## src/evt_pkg.sv

```systemverilog
// Constants, register map and carrier types shared by the event-input dispatch block
package evt_pkg;
    localparam int NUM_EVT = 6;
    localparam int SMALL_EVT = 4;
    localparam int CODE_W = 4;
    localparam int SP_W = 3;

    // Input stability time, kept in its own unit, and the derived cycle count
    localparam int CLK_HZ = 100_000_000;
    localparam int DEBOUNCE_MS = 50;
    localparam int DEBOUNCE_CYC = DEBOUNCE_MS * (CLK_HZ / 1000);
    localparam int DEB_CNT_W = 23;

    // Register byte offsets on the AHB-Lite slave
    localparam logic [7:0] OFS_CFG = 8'h00;
    localparam logic [7:0] OFS_ASSIGN = 8'h04;
    localparam logic [7:0] OFS_DEADBAND = 8'h08;
    localparam logic [7:0] OFS_TUNE = 8'h0c;
    localparam logic [7:0] OFS_COOL_PB = 8'h10;
    localparam logic [7:0] OFS_COOL_IT = 8'h14;
    localparam logic [7:0] OFS_COOL_DT = 8'h18;
    localparam logic [7:0] OFS_STATUS = 8'h1c;

    // Reset and reload values
    localparam logic [15:0] DEADBAND_RST = 16'h0000;
    localparam logic [1:0] TUNE_METHOD_RST = 2'h0;
    localparam logic [15:0] COOL_PB_TEMP_DEF = 16'h0050;
    localparam logic [15:0] COOL_PB_ANALOG_DEF = 16'h0064;
    localparam logic [15:0] COOL_IT_DEF_1S = 16'h00e9;
    localparam logic [15:0] COOL_IT_DEF_01S = 16'h091a;
    localparam logic [15:0] COOL_DT_DEF_1S = 16'h0028;
    localparam logic [15:0] COOL_DT_DEF_01S = 16'h0190;

    typedef enum logic [3:0] {
        FN_NONE = 4'h0,
        FN_RUN_STOP = 4'h1,
        FN_AUTO_MANUAL = 4'h2,
        FN_PROGRAM_LAUNCH = 4'h3,
        FN_INVERT_DIR = 4'h4,
        FN_SP_SOURCE = 4'h5,
        FN_FULL_TUNE = 4'h6,
        FN_PARTIAL_TUNE = 4'h7,
        FN_SETTING_LOCK = 4'h8,
        FN_COMMS_WRITE = 4'h9,
        FN_ALARM_CLEAR = 4'ha,
        FN_SEL_BIT0 = 4'hb,
        FN_SEL_BIT1 = 4'hc,
        FN_SEL_BIT2 = 4'hd
    } evtFunc_t;

    // Configuration word, bit 11 down to bit 0
    typedef struct packed {
        logic largeVariant;
        logic hasRemoteSp;
        logic hasComms;
        logic workBitSrc;
        logic analogInput;
        logic progPatternOn;
        logic heatCool;
        logic twoStateControl;
        logic mspOff;
        logic [SP_W-1:0] keySel;
    } cfg_t;

    localparam logic [11:0] CFG_RST = 12'h000;

    // Decoded operating commands
    typedef struct packed {
        logic controlStopped;
        logic manualMode;
        logic programRun;
        logic invertDir;
        logic remoteSp;
        logic fullTune;
        logic partialTune;
        logic settingLock;
        logic commsWrite;
        logic alarmHoldClear;
    } ctrlOut_t;

    // Heating/cooling configuration seen by the control loop
    typedef struct packed {
        logic signed [15:0] deadBand;
        logic [1:0] tuneMethod;
        logic timeUnitTenth;
        logic [15:0] coolPb;
        logic [15:0] coolIt;
        logic [15:0] coolDt;
        logic threePosition;
        logic bumplessOk;
    } hcCfg_t;
endpackage

```

## src/evt_debounce.sv

```systemverilog
// One event-input channel: two-stage synchroniser followed by a stability filter
module evt_debounce #(
    parameter int DEBOUNCE_CYCLES = evt_pkg::DEBOUNCE_CYC
) (
    input wire logic clk_sys,
    input wire logic resetn,
    input wire logic ce,
    input wire logic pinIn,
    output logic levelOut
);
    typedef struct packed {
        logic sync1;
        logic sync2;
        logic stable;
        logic [evt_pkg::DEB_CNT_W-1:0] cnt;
    } debState_t;

    localparam logic [evt_pkg::DEB_CNT_W-1:0] LAST_CNT =
        evt_pkg::DEB_CNT_W'(DEBOUNCE_CYCLES - 1);

    debState_t state_r;
    debState_t state_nxt;

    always_comb begin
        state_nxt = state_r;
        state_nxt.sync1 = pinIn;
        state_nxt.sync2 = state_r.sync1;
        if (state_r.sync2 == state_r.stable) begin
            state_nxt.cnt = '0;
        end else if (state_r.cnt >= LAST_CNT) begin
            // New level held for the full window: accept it
            state_nxt.stable = state_r.sync2;
            state_nxt.cnt = '0;
        end else begin
            state_nxt.cnt = state_r.cnt + 1'b1;
        end
    end

    always_ff @(posedge clk_sys) begin
        if (!resetn) begin
            state_r <= '0;
        end else if (ce) begin
            state_r <= state_nxt;
        end
    end

    assign levelOut = state_r.stable;
endmodule

```

## src/sp_select.sv

```systemverilog
// Active setpoint index from event-input selector bits or the key-set value
module sp_select (
    input wire logic [evt_pkg::NUM_EVT*evt_pkg::CODE_W-1:0] effAssign,
    input wire logic [evt_pkg::NUM_EVT-1:0] levels,
    input wire logic [evt_pkg::SP_W-1:0] keySel,
    input wire logic mspOff,
    output logic [evt_pkg::SP_W-1:0] spIndex,
    output logic selFromInputs
);
    logic [evt_pkg::SP_W-1:0] selBits;
    logic [evt_pkg::SP_W-1:0] selAssigned;

    always_comb begin
        selBits = '0;
        selAssigned = '0;
        for (int i = 0; i < evt_pkg::NUM_EVT; i++) begin
            for (int b = 0; b < evt_pkg::SP_W; b++) begin
                if (effAssign[i*evt_pkg::CODE_W +: evt_pkg::CODE_W] ==
                    evt_pkg::CODE_W'(evt_pkg::FN_SEL_BIT0 + b)) begin
                    selAssigned[b] = 1'b1;
                    selBits[b] = selBits[b] | levels[i];
                end
            end
        end
        selFromInputs = |selAssigned;
        if (selFromInputs) begin
            spIndex = selBits;
        end else if (!mspOff) begin
            spIndex = keySel;
        end else begin
            spIndex = '0;
        end
    end
endmodule

```

## src/evt_dispatch.sv

```systemverilog
// Event-input function dispatch with AHB-Lite register access
// Overview of operation
// - Eight setpoints exist; exactly one index 0..7 is active at all times.
// - Selector bits from inputs form the index, bit 0 least significant.
// - Selector bits with no assigned input count as zero.
// - Key-set value selects only when multi-setpoint is on and no selector bit assigned.
// - An input level is accepted only after staying stable for 50 ms.
// - Small variant has four inputs, large six, each with its own assignment.
// - Each assignment encodes one of fourteen functions including three selector bits.
// - Run/stop input on stops control, off runs; alarms keep following.
// - Stop indicator is active exactly while control is stopped.
// - Auto/manual input on gives manual control, off gives automatic.
// - Manual indicator lit in manual control, dark in automatic.
// - Program launch assignable with pattern off, but then has no effect.
// - Partial tuning assignable in heating/cooling, but inert there.
// - Setpoint source switch assignable only with remote setpoint hardware.
// - Comms write permit needs comms and is refused with work-bit source.
// - Dead band centred on setpoint; negative width means overlapping band.
// - Dead band resets to zero.
// - Cooling tuning method 0..3, reset 0, drives heating and cooling tuning.
// - Time-unit change reloads cooling band, integral 233 and derivative 40 for 1 s units, or 2330 and 400 for 0.1 s units.
// - Two-state control with heating/cooling gives three-position control.
// - Bumpless manual/auto switching not promised with an overlapping band.
//
// The implementer's own choices: the AHB-Lite slave port and the register addresses.
module evt_dispatch #(
    parameter int DEBOUNCE_CYCLES = evt_pkg::DEBOUNCE_CYC
) (
    input wire logic clk_sys,
    input wire logic resetn,
    input wire logic ce,
    // AHB-Lite slave
    input wire logic hsel,
    input wire logic [7:0] haddr,
    input wire logic [1:0] htrans,
    input wire logic hwrite,
    input wire logic [2:0] hsize,
    input wire logic [31:0] hwdata,
    input wire logic hready,
    output logic [31:0] hrdata,
    output logic hreadyout,
    output logic hresp,
    // Event contacts
    input wire logic [evt_pkg::NUM_EVT-1:0] evtPin,
    // Decoded commands and indicators
    output evt_pkg::ctrlOut_t ctrl,
    output logic stopIndicator,
    output logic manualIndicator,
    output logic [evt_pkg::SP_W-1:0] activeSp,
    output evt_pkg::hcCfg_t hcCfg
);
    localparam int AW = evt_pkg::NUM_EVT * evt_pkg::CODE_W;

    typedef enum logic [1:0] {
        BUS_IDLE = 2'b01,
        BUS_WRITE = 2'b10
    } busState_t;

    typedef struct packed {
        busState_t busSt;
        logic [7:0] wAddr;
        logic [31:0] rdata;
        evt_pkg::cfg_t cfg;
        logic [AW-1:0] assignCodes;
        logic [15:0] deadBand;
        logic [1:0] tuneMethod;
        logic timeUnitTenth;
        logic [15:0] coolPb;
        logic [15:0] coolIt;
        logic [15:0] coolDt;
        evt_pkg::ctrlOut_t ctrl;
        logic [evt_pkg::SP_W-1:0] activeSp;
    } state_t;

    state_t state_r;
    state_t state_nxt;
    logic [evt_pkg::NUM_EVT-1:0] levels;
    logic [AW-1:0] effAssign;
    logic [evt_pkg::SP_W-1:0] spIndex;
    logic selFromInputs;
    logic addrPhase;

    // Whether a code may stand on a channel under the present configuration
    function automatic logic legalAssign(input logic [3:0] code, input int ch,
                                         input evt_pkg::cfg_t c);
        logic ok;
        ok = (code <= evt_pkg::FN_SEL_BIT2);
        if (ch >= evt_pkg::SMALL_EVT && !c.largeVariant) begin
            ok = 1'b0;
        end
        if (code == evt_pkg::FN_SP_SOURCE && !c.hasRemoteSp) begin
            ok = 1'b0;
        end
        if (code == evt_pkg::FN_COMMS_WRITE && (!c.hasComms || c.workBitSrc)) begin
            ok = 1'b0;
        end
        return ok;
    endfunction

    // True when any input carrying this function is on
    function automatic logic fnActive(input evt_pkg::evtFunc_t fn,
                                      input logic [AW-1:0] codes,
                                      input logic [evt_pkg::NUM_EVT-1:0] lv);
        logic hit;
        hit = 1'b0;
        for (int i = 0; i < evt_pkg::NUM_EVT; i++) begin
            if (codes[i*evt_pkg::CODE_W +: evt_pkg::CODE_W] == fn) begin
                hit = hit | lv[i];
            end
        end
        return hit;
    endfunction

    function automatic logic [15:0] defaultPb(input logic analog);
        return analog ? evt_pkg::COOL_PB_ANALOG_DEF : evt_pkg::COOL_PB_TEMP_DEF;
    endfunction

    genvar g;
    generate
        for (g = 0; g < evt_pkg::NUM_EVT; g++) begin : gen_evt
            evt_debounce #(
                .DEBOUNCE_CYCLES(DEBOUNCE_CYCLES)
            ) u_deb (
                .clk_sys(clk_sys),
                .resetn(resetn),
                .ce(ce),
                .pinIn(evtPin[g]),
                .levelOut(levels[g])
            );
            // A code made illegal by a later configuration change acts as none
            assign effAssign[g*evt_pkg::CODE_W +: evt_pkg::CODE_W] =
                legalAssign(state_r.assignCodes[g*evt_pkg::CODE_W +: evt_pkg::CODE_W],
                            g, state_r.cfg)
                ? state_r.assignCodes[g*evt_pkg::CODE_W +: evt_pkg::CODE_W]
                : evt_pkg::FN_NONE;
        end
    endgenerate

    sp_select u_sp (
        .effAssign(effAssign),
        .levels(levels),
        .keySel(state_r.cfg.keySel),
        .mspOff(state_r.cfg.mspOff),
        .spIndex(spIndex),
        .selFromInputs(selFromInputs)
    );

    assign addrPhase = hsel && htrans[1] && hready;

    always_comb begin
        logic [3:0] code;
        code = '0;
        state_nxt = state_r;

        // Data phase of a write taken in the previous cycle
        if (state_r.busSt == BUS_WRITE) begin
            unique case (state_r.wAddr)
                evt_pkg::OFS_CFG: state_nxt.cfg = evt_pkg::cfg_t'(hwdata[11:0]);
                evt_pkg::OFS_ASSIGN: begin
                    for (int i = 0; i < evt_pkg::NUM_EVT; i++) begin
                        code = hwdata[i*evt_pkg::CODE_W +: evt_pkg::CODE_W];
                        // Refused codes leave the channel as it was
                        if (legalAssign(code, i, state_r.cfg)) begin
                            state_nxt.assignCodes[i*evt_pkg::CODE_W +: evt_pkg::CODE_W] =
                                code;
                        end
                    end
                end
                evt_pkg::OFS_DEADBAND: state_nxt.deadBand = hwdata[15:0];
                evt_pkg::OFS_TUNE: begin
                    state_nxt.tuneMethod = hwdata[1:0];
                    state_nxt.timeUnitTenth = hwdata[2];
                    if (hwdata[2] != state_r.timeUnitTenth) begin
                        state_nxt.coolPb = defaultPb(state_r.cfg.analogInput);
                        state_nxt.coolIt = hwdata[2] ? evt_pkg::COOL_IT_DEF_01S
                                                     : evt_pkg::COOL_IT_DEF_1S;
                        state_nxt.coolDt = hwdata[2] ? evt_pkg::COOL_DT_DEF_01S
                                                     : evt_pkg::COOL_DT_DEF_1S;
                    end
                end
                evt_pkg::OFS_COOL_PB: state_nxt.coolPb = hwdata[15:0];
                evt_pkg::OFS_COOL_IT: state_nxt.coolIt = hwdata[15:0];
                evt_pkg::OFS_COOL_DT: state_nxt.coolDt = hwdata[15:0];
                default: ;
            endcase
        end

        // Address phase: reads are sampled here so the data phase needs no wait
        state_nxt.busSt = BUS_IDLE;
        if (addrPhase) begin
            if (hwrite) begin
                state_nxt.busSt = BUS_WRITE;
                state_nxt.wAddr = haddr;
            end else begin
                unique case (haddr)
                    evt_pkg::OFS_CFG: state_nxt.rdata = {20'h00000, state_r.cfg};
                    evt_pkg::OFS_ASSIGN: state_nxt.rdata = {8'h00, state_r.assignCodes};
                    evt_pkg::OFS_DEADBAND: state_nxt.rdata = {16'h0000, state_r.deadBand};
                    evt_pkg::OFS_TUNE:
                        state_nxt.rdata = {29'h0000000, state_r.timeUnitTenth,
                                           state_r.tuneMethod};
                    evt_pkg::OFS_COOL_PB: state_nxt.rdata = {16'h0000, state_r.coolPb};
                    evt_pkg::OFS_COOL_IT: state_nxt.rdata = {16'h0000, state_r.coolIt};
                    evt_pkg::OFS_COOL_DT: state_nxt.rdata = {16'h0000, state_r.coolDt};
                    evt_pkg::OFS_STATUS:
                        state_nxt.rdata = {12'h000, selFromInputs, state_r.activeSp,
                                           state_r.ctrl, levels};
                    default: state_nxt.rdata = 32'h00000000;
                endcase
            end
        end

        // Command decode from the filtered contact levels
        state_nxt.ctrl.controlStopped =
            fnActive(evt_pkg::FN_RUN_STOP, effAssign, levels);
        state_nxt.ctrl.manualMode =
            fnActive(evt_pkg::FN_AUTO_MANUAL, effAssign, levels);
        state_nxt.ctrl.programRun = state_r.cfg.progPatternOn &&
            fnActive(evt_pkg::FN_PROGRAM_LAUNCH, effAssign, levels);
        state_nxt.ctrl.invertDir =
            fnActive(evt_pkg::FN_INVERT_DIR, effAssign, levels);
        state_nxt.ctrl.remoteSp =
            fnActive(evt_pkg::FN_SP_SOURCE, effAssign, levels);
        state_nxt.ctrl.fullTune =
            fnActive(evt_pkg::FN_FULL_TUNE, effAssign, levels);
        state_nxt.ctrl.partialTune = !state_r.cfg.heatCool &&
            fnActive(evt_pkg::FN_PARTIAL_TUNE, effAssign, levels);
        state_nxt.ctrl.settingLock =
            fnActive(evt_pkg::FN_SETTING_LOCK, effAssign, levels);
        state_nxt.ctrl.commsWrite =
            fnActive(evt_pkg::FN_COMMS_WRITE, effAssign, levels);
        state_nxt.ctrl.alarmHoldClear =
            fnActive(evt_pkg::FN_ALARM_CLEAR, effAssign, levels);
        state_nxt.activeSp = spIndex;
    end

    always_ff @(posedge clk_sys) begin
        if (!resetn) begin
            state_r.busSt <= BUS_IDLE;
            state_r.wAddr <= 8'h00;
            state_r.rdata <= 32'h00000000;
            state_r.cfg <= evt_pkg::CFG_RST;
            state_r.assignCodes <= '0;
            state_r.deadBand <= evt_pkg::DEADBAND_RST;
            state_r.tuneMethod <= evt_pkg::TUNE_METHOD_RST;
            state_r.timeUnitTenth <= 1'b0;
            state_r.coolPb <= evt_pkg::COOL_PB_TEMP_DEF;
            state_r.coolIt <= evt_pkg::COOL_IT_DEF_1S;
            state_r.coolDt <= evt_pkg::COOL_DT_DEF_1S;
            state_r.ctrl <= '0;
            state_r.activeSp <= '0;
        end else if (ce) begin
            state_r <= state_nxt;
        end
    end

    assign hrdata = state_r.rdata;
    assign hreadyout = 1'b1;
    assign hresp = 1'b0;
    assign ctrl = state_r.ctrl;
    // Alarm evaluation lives elsewhere and is not gated by the stop state
    assign stopIndicator = state_r.ctrl.controlStopped;
    assign manualIndicator = state_r.ctrl.manualMode;
    assign activeSp = state_r.activeSp;

    always_comb begin
        hcCfg.deadBand = state_r.deadBand;
        hcCfg.tuneMethod = state_r.tuneMethod;
        hcCfg.timeUnitTenth = state_r.timeUnitTenth;
        hcCfg.coolPb = state_r.coolPb;
        hcCfg.coolIt = state_r.coolIt;
        hcCfg.coolDt = state_r.coolDt;
        hcCfg.threePosition = state_r.cfg.twoStateControl && state_r.cfg.heatCool;
        // An overlapping band can make manual/auto switching bump
        hcCfg.bumplessOk = !(state_r.cfg.heatCool && state_r.deadBand[15]);
    end
endmodule

```

## config.mk

```make
export PLATFORM = sky130hd
export DESIGN_NAME = evt_dispatch
export DESIGN_NICKNAME = d
export VERILOG_FILES = /design/src/evt_pkg.sv /design/src/evt_debounce.sv /design/src/sp_select.sv /design/src/evt_dispatch.sv
export SDC_FILE = /design/constraint.sdc
export NUM_CORES = 1
export LEC_CHECK = 0
export ABC_AREA = 1
export ABC_CLOCK_PERIOD_IN_PS = 1950
export BUFFER_PORTS_ARGS = -buffer_cell sky130_fd_sc_hd__buf_2
export CAP_MARGIN = 20
export CORE_ASPECT_RATIO = 1.75
export CORE_MARGIN = 2
export CORE_UTILIZATION = 55
export CTS_CLUSTER_SIZE = 12
export DETAILED_ROUTE_END_ITERATION = 6
export PLACE_DENSITY = 0.79
export SLEW_MARGIN = 20
export SYNTH_ARGS = -nofsm -noshare
export SYNTH_HDL_FRONTEND = slang
export SYNTH_HIERARCHICAL = 1
export SYNTH_SLANG_ARGS = --single-unit
export TNS_END_PERCENT = 20
```

## constraint.sdc

```tcl
create_clock -name clk_sys -period 1.95 [get_ports clk_sys]
set_input_delay 0.0975 -clock clk_sys [delete_from_list [all_inputs] [get_ports clk_sys]]
set_output_delay 0.0975 -clock clk_sys [all_outputs]
set_load 0.01 [all_outputs]
```

## Word level (Yosys, flattened, before mapping)

Cells that the tools add are included.
W data, S select, Z words.

- Bitwise operators: 72
- Reduce and logical (&&, ||, !) cells: 61
- Magnitude comparators: 18
- Add/sub/neg operators: 6
- Muxes and demuxes: 167
- Equal/unequal tests: 124

Operators with widths:

| operator | number |
|---|---|
| $mux W23 | 12 |
| $eq A4 B4 Y1 const B | 48 |
| $pmux W24 S8 | 1 |
| $eq A4 B3 Y1 const B | 36 |
| $add A23 B1 Y23 const B | 6 |
| $ge A23 B23 Y1 const B | 6 |
| $mux W1 | 136 |
| $pmux W16 S2 | 3 |
| $or A1 B1 Y1 | 65 |
| $eq A8 B5 Y1 const B | 7 |
| $eq A4 B2 Y1 const B | 12 |
| $le A4 B4 Y1 const B | 12 |
| $mux W48 | 1 |
| $mux W42 | 1 |
| $reduce_and A4 Y1 | 9 |
| $reduce_and A3 Y1 | 11 |
| $eq A8 B4 Y1 const B | 4 |
| $mux W32 | 1 |
| $logic_and A1 B1 Y1 | 30 |
| $eq A4 B1 Y1 const B | 6 |
| $mux W4 | 6 |
| $eq A8 B3 Y1 const B | 2 |
| $logic_not A8 Y1 | 2 |
| $mux W12 | 1 |
| 13 further kinds | 30 |

- Bits in registers: 314
- Input bits: 57
- Output and inout bits: 118
- Word-level logic and storage cells: 508

## Depth between registers and ports, before layout

- Depth after elaboration: 18
- Gate-level depth with buffers: 19
- Gate-level depth less buffers: 19

## Hierarchy

The synthesis kept the hierarchy.

Modules (own cells, without submodules):

| module | area an instance (um2) | seq. area each (um2) | instances | cells each |
|---|---|---|---|---|
| evt_debounce | 2008.2 | 520.5 | 6 | 285 |
| evt_dispatch | 8493.1 | 3002.9 | 1 | 1265 |
| sp_select | 452.9 | 0.0 | 1 | 105 |

## Worst setup path before layout

Ideal clock, no wire load.

- Kind: register to register
- From: reg, netlist name state_r[112]
- To: reg state_r (netlist bit hrdata[19])
- Period minus slack after synthesis: 1.919 ns
- Library setup time: 0.132 ns
- Path slack: 0.031 ns
- Data required time: 1.818 ns
- Cell stages (with the launch flop): 19
- Arrival: 1.786 ns
- Path buffers: 0
- Path through: dfxtp_1 -> inv_1 -> nand2_1 -> inv_1 -> nor3_1 -> nor2_1 -> nand2_1 -> inv_1 -> inv_1 -> nand2_1 -> nor2_2 -> nor2_1 -> nand2_1 -> nor2_4 -> nand2_1 -> nand3_1 -> o21ai_0 -> nand2_1 -> a21oi_1

RTL lines:

| item | RTL line | RTL |
|---|---|---|
| end signal: assignment | evt_dispatch.sv:253 | `state_r <= state_nxt;` |
| end: declaration | evt_dispatch.sv:75 | `state_t state_r;` |

==> impl_metrics.env <==
export IMPL_status="complete, but fails checks"
export IMPL_failed_checks="setup timing"
export IMPL_worstPathMaxFanout=5
export IMPL_grt_usage=0.342
export IMPL_cp_slowest_cell="sky130_fd_sc_hd__o211ai_1"
export IMPL_required_ns=2.34
export IMPL_power_share_clock=0.465
export IMPL_yosys_area_top_type="sky130_fd_sc_hd__dfxtp_1"
export IMPL_drcViolationCount=0
export IMPL_critPathKind="register to register"
export IMPL_netlist_area_leader_share=0.292
export IMPL_synth_async_sr_flop_share=0
export IMPL_final_max_slew_viol_count=0
export IMPL_worst_path_most_repeated_cell="sky130_fd_sc_hd__inv_1"
export IMPL_antenna_violations_before_repair=4
export IMPL_via_count_of_the_first_global_routing_pass=21093
export IMPL_drive_gt1_frac=0.280
export IMPL_worst_hold_path_type="input pin to register"
export IMPL_clk_skew_ns=0.0159
export IMPL_worst_slew_pin_transition_ns=1.11
export IMPL_total_leakage_power_nw=9.65
export IMPL_grt_pass1_wl_um=108000
export IMPL_drt_iter0_markers=1296
export IMPL_final_core_util=0.647
export IMPL_reg2reg_from="state_r[148]$_SDFFE_PN0P_"
export IMPL_dp_final_hpwl_um=49900
export IMPL_switchingPower_mw=3.19
export IMPL_comb_power_share=0.057
export IMPL_root_buffer="sky130_fd_sc_hd__clkbuf_16"
export IMPL_clock_fmax_mhz=485
export IMPL_critPathTopFamily="simple AND/OR/NAND/NOR gates"
export IMPL_path_cells="or2_4 -> nor3_1 -> inv_1 -> nor2_1 -> inv_1 -> o211ai_1 -> nand3_1"
export IMPL_numClockSinks=306
export IMPL_path_clk_slew_ns=0.06
export IMPL_synth_flop_cell="sky130_fd_sc_hd__dfxtp_1"
export IMPL_number_of_flops_mapped_to_enable_cells_by_yosys=0
export IMPL_most_frequent_cells_in_the_layout="sky130_fd_sc_hd__nand2_1, sky130_fd_sc_hd__dfxtp_1, sky130_fd_sc_hd__nor2_1, sky130_fd_sc_hd__inv_1, sky130_fd_sc_hd__buf_4"
export IMPL_dr_pass1_iters=6
export IMPL_layout_cells_most_common="sky130_fd_sc_hd__nand2_1"
export IMPL_post_layout_nets=3362
export IMPL_layout_worst_path_cycle_share=1.06
export IMPL_cts_tree="yes"
export IMPL_routedWlPerCell_um=18.0
export IMPL_initial_utilization=0.558
export IMPL_postLayoutSetupSlackWorst_ns=-0.111
export IMPL_placed_cell_area_um2=22500
export IMPL_post_route_cell_area_um2=24400
export IMPL_fp_dieH_um=262
export IMPL_yosysUniqueCellTypes=50
export IMPL_synth_seq_area_share=0.292
export IMPL_routed_wirelength_um=68400
export IMPL_setup_failing_eps_final=6
export IMPL_worstSkewPairLatency_ns=0.54
export IMPL_cts_path_max_buffers=3
export IMPL_finalHoldViolCount=0
export IMPL_switching_share=0.242
export IMPL_syn_cell_area_um2=21000
export IMPL_cp_end_kind="register"
export IMPL_synthesis_instances=3080
export IMPL_floorplan_die_width_um=152
export IMPL_power_per_cell_area_nw_per_um2=543
export IMPL_seq_power_share=0.479
export IMPL_rsz0062_at_grt="yes"
export IMPL_power_ir_vdd_worst_mv=0.561
export IMPL_placementRows=94
export IMPL_flow_area_growth_from_synthesis_pct=16.0
export IMPL_critical_path_startpoint_type="register"
export IMPL_top_level_ports=175
export IMPL_core_um2=37600
export IMPL_numPortBuffers=152
export IMPL_grt_max_degree=55
export IMPL_grt_overflow_total=0
export IMPL_final_min_clock_period_ns=2.06
export IMPL_post_drt_via_cell_ratio=5.58
export IMPL_number_of_nets_still_failing_antenna_checks_after_routing=0
export IMPL_synth_ff_latch_count=306
export IMPL_dieArea_um2=39800
export IMPL_max_stage_delay_ns=0.56
export IMPL_worst_slew_margin_rel=0.260
export IMPL_synthTopCellsByArea="sky130_fd_sc_hd__dfxtp_1, sky130_fd_sc_hd__nand2_1, sky130_fd_sc_hd__nand3_2"
export IMPL_vias=21193
export IMPL_htree_levels=2
export IMPL_arrival_ns=2.45
export IMPL_synth_area_per_cell_um2=6.82
export IMPL_crit_path_start="state_r[148]$_SDFFE_PN0P_"
export IMPL_hold_path_startpoint="hwdata[2]"
export IMPL_critical_path_n_buffers_inverters=2
export IMPL_yosysWarningCount=6
export IMPL_internal_cell_power_mw=10.0
export IMPL_timing_max_cap_violations=0
export IMPL_cts_buffers_inserted=34
export IMPL_gpl_final_weighted_congestion=0.990
routing by layer:
metal / routed length, µm / part of all wire / GRT usage / vias up
met2: 34900 / 0.51 / 0.611 / 769
li1: - / - / - / 10236
met4: 6100 / 0.089 / 0.267 / 4
met3: 4460 / 0.065 / 0.0766 / 300
met5: 27 / 0.00039 / 0 / -
met1: 22900 / 0.34 / 0.329 / 9884
cells by family after synthesis:
kind of cell / share of synthesized area
adders and majority gates: 0.00358
other: 0.000358
and+or+nand+nor: 0.382
AOI/OAI and AO/OA: 0.152
buffers and inverters: 0.133
xor gates and xnor gates: 0.0380
DFF: 0.292
Yosys cell counts, types with 29 or more instances:
master	n
sky130_fd_sc_hd__a21oi_2	126
sky130_fd_sc_hd__xor2_1	61
sky130_fd_sc_hd__nand4_1	53
sky130_fd_sc_hd__o21ai_1	29
sky130_fd_sc_hd__nand2_1	789
sky130_fd_sc_hd__o21ai_0	117
sky130_fd_sc_hd__nand3_1	152
sky130_fd_sc_hd__nor2_1	317
sky130_fd_sc_hd__clkbuf_1	52
sky130_fd_sc_hd__nor2_2	55
sky130_fd_sc_hd__buf_4	122
sky130_fd_sc_hd__inv_2	41
sky130_fd_sc_hd__a21oi_1	179
sky130_fd_sc_hd__nand2_2	37
sky130_fd_sc_hd__nand3_2	145
sky130_fd_sc_hd__inv_1	261
sky130_fd_sc_hd__xnor2_1	30
sky130_fd_sc_hd__dfxtp_1	306
worst register-to-register path, cell delays in order, from the launching register on:
cell	delay [ns]
sky130_fd_sc_hd__dfxtp_1	0.31
sky130_fd_sc_hd__or2_4	0.29
sky130_fd_sc_hd__nor3_1	0.21
sky130_fd_sc_hd__inv_1	0.10
sky130_fd_sc_hd__nor2_1	0.22
sky130_fd_sc_hd__inv_1	0.11
sky130_fd_sc_hd__o211ai_1	0.56
sky130_fd_sc_hd__nand3_1	0.13
stage by stage:
step	power (mW)	hold slack [ns]	std cells	setup TNS, ns	worst slack (ns)
floorplan	6.85	0.218	3088	0	0.0315
global placement	7.11	0.323	3695	-0.947	-0.272
detailed placement	7.12	0.326	3695	-1.14	-0.296
CTS	13.3	0.0507	3790	-0.349	-0.113
global route	13.6	0.0989	3798	-1.62	-0.190
finish	13.2	0.0787	3799	-0.405	-0.111
final cells by class:
type / count / area, µm²
antenna: 2 / 5.00
timing repair buffer: 394 / 2940
fill: 3400 / 13300
multi-input combinational: 2235 / 12400
sequential: 306 / 6130
clock buffer: 47 / 983
clock inverter: 7 / 37.5
inverter: 328 / 1240
tap: 480 / 601
power by group through the flow:
stage                     clock (mW)  sequential [mW]  combinational, mW
after detailed placement           0             6.47              0.658
after floorplan                    0             6.45              0.396
after CTS                       6.27             6.33              0.729
final                           6.15             6.33              0.751
after global placement             0             6.47              0.645
after global routing            6.49             6.33              0.807
final timing paths:
path / endpoint / slack, ns / depth (start not counted)
min reg2reg: hrdata[0]$_SDFFE_PN0P_ / 0.46 / 2
max: hcCfg[7]$_SDFFE_PN1P_ / -0.11 / 7
max reg2reg: hcCfg[7]$_SDFFE_PN1P_ / -0.11 / 7
min: hcCfg[20]$_SDFFE_PN0P_ / 0.08 / 4
state kept, by name, summed over array words and instances (netlist names):
register / flops
gen_evt.u_deb/levelOut: 6
state_r: 46
ctrl: 8
stopIndicator: 1
gen_evt.u_deb/state_r: 144
hcCfg: 67
hrdata: 24
manualIndicator: 1
activeSp: 3
gen_evt.u_deb/state_nxt: 6
timing repair:
action / in CTS / in global routing
setup buffers: 0 / 7
pin swaps: 12 / 28
hold buffers: 42 / 0
endpoints found under the hold margin: 105 / 0
setup endpoints to repair: 10 / 62
gates resized for setup: 31 / 74
(Power assumes the default switching activity.)
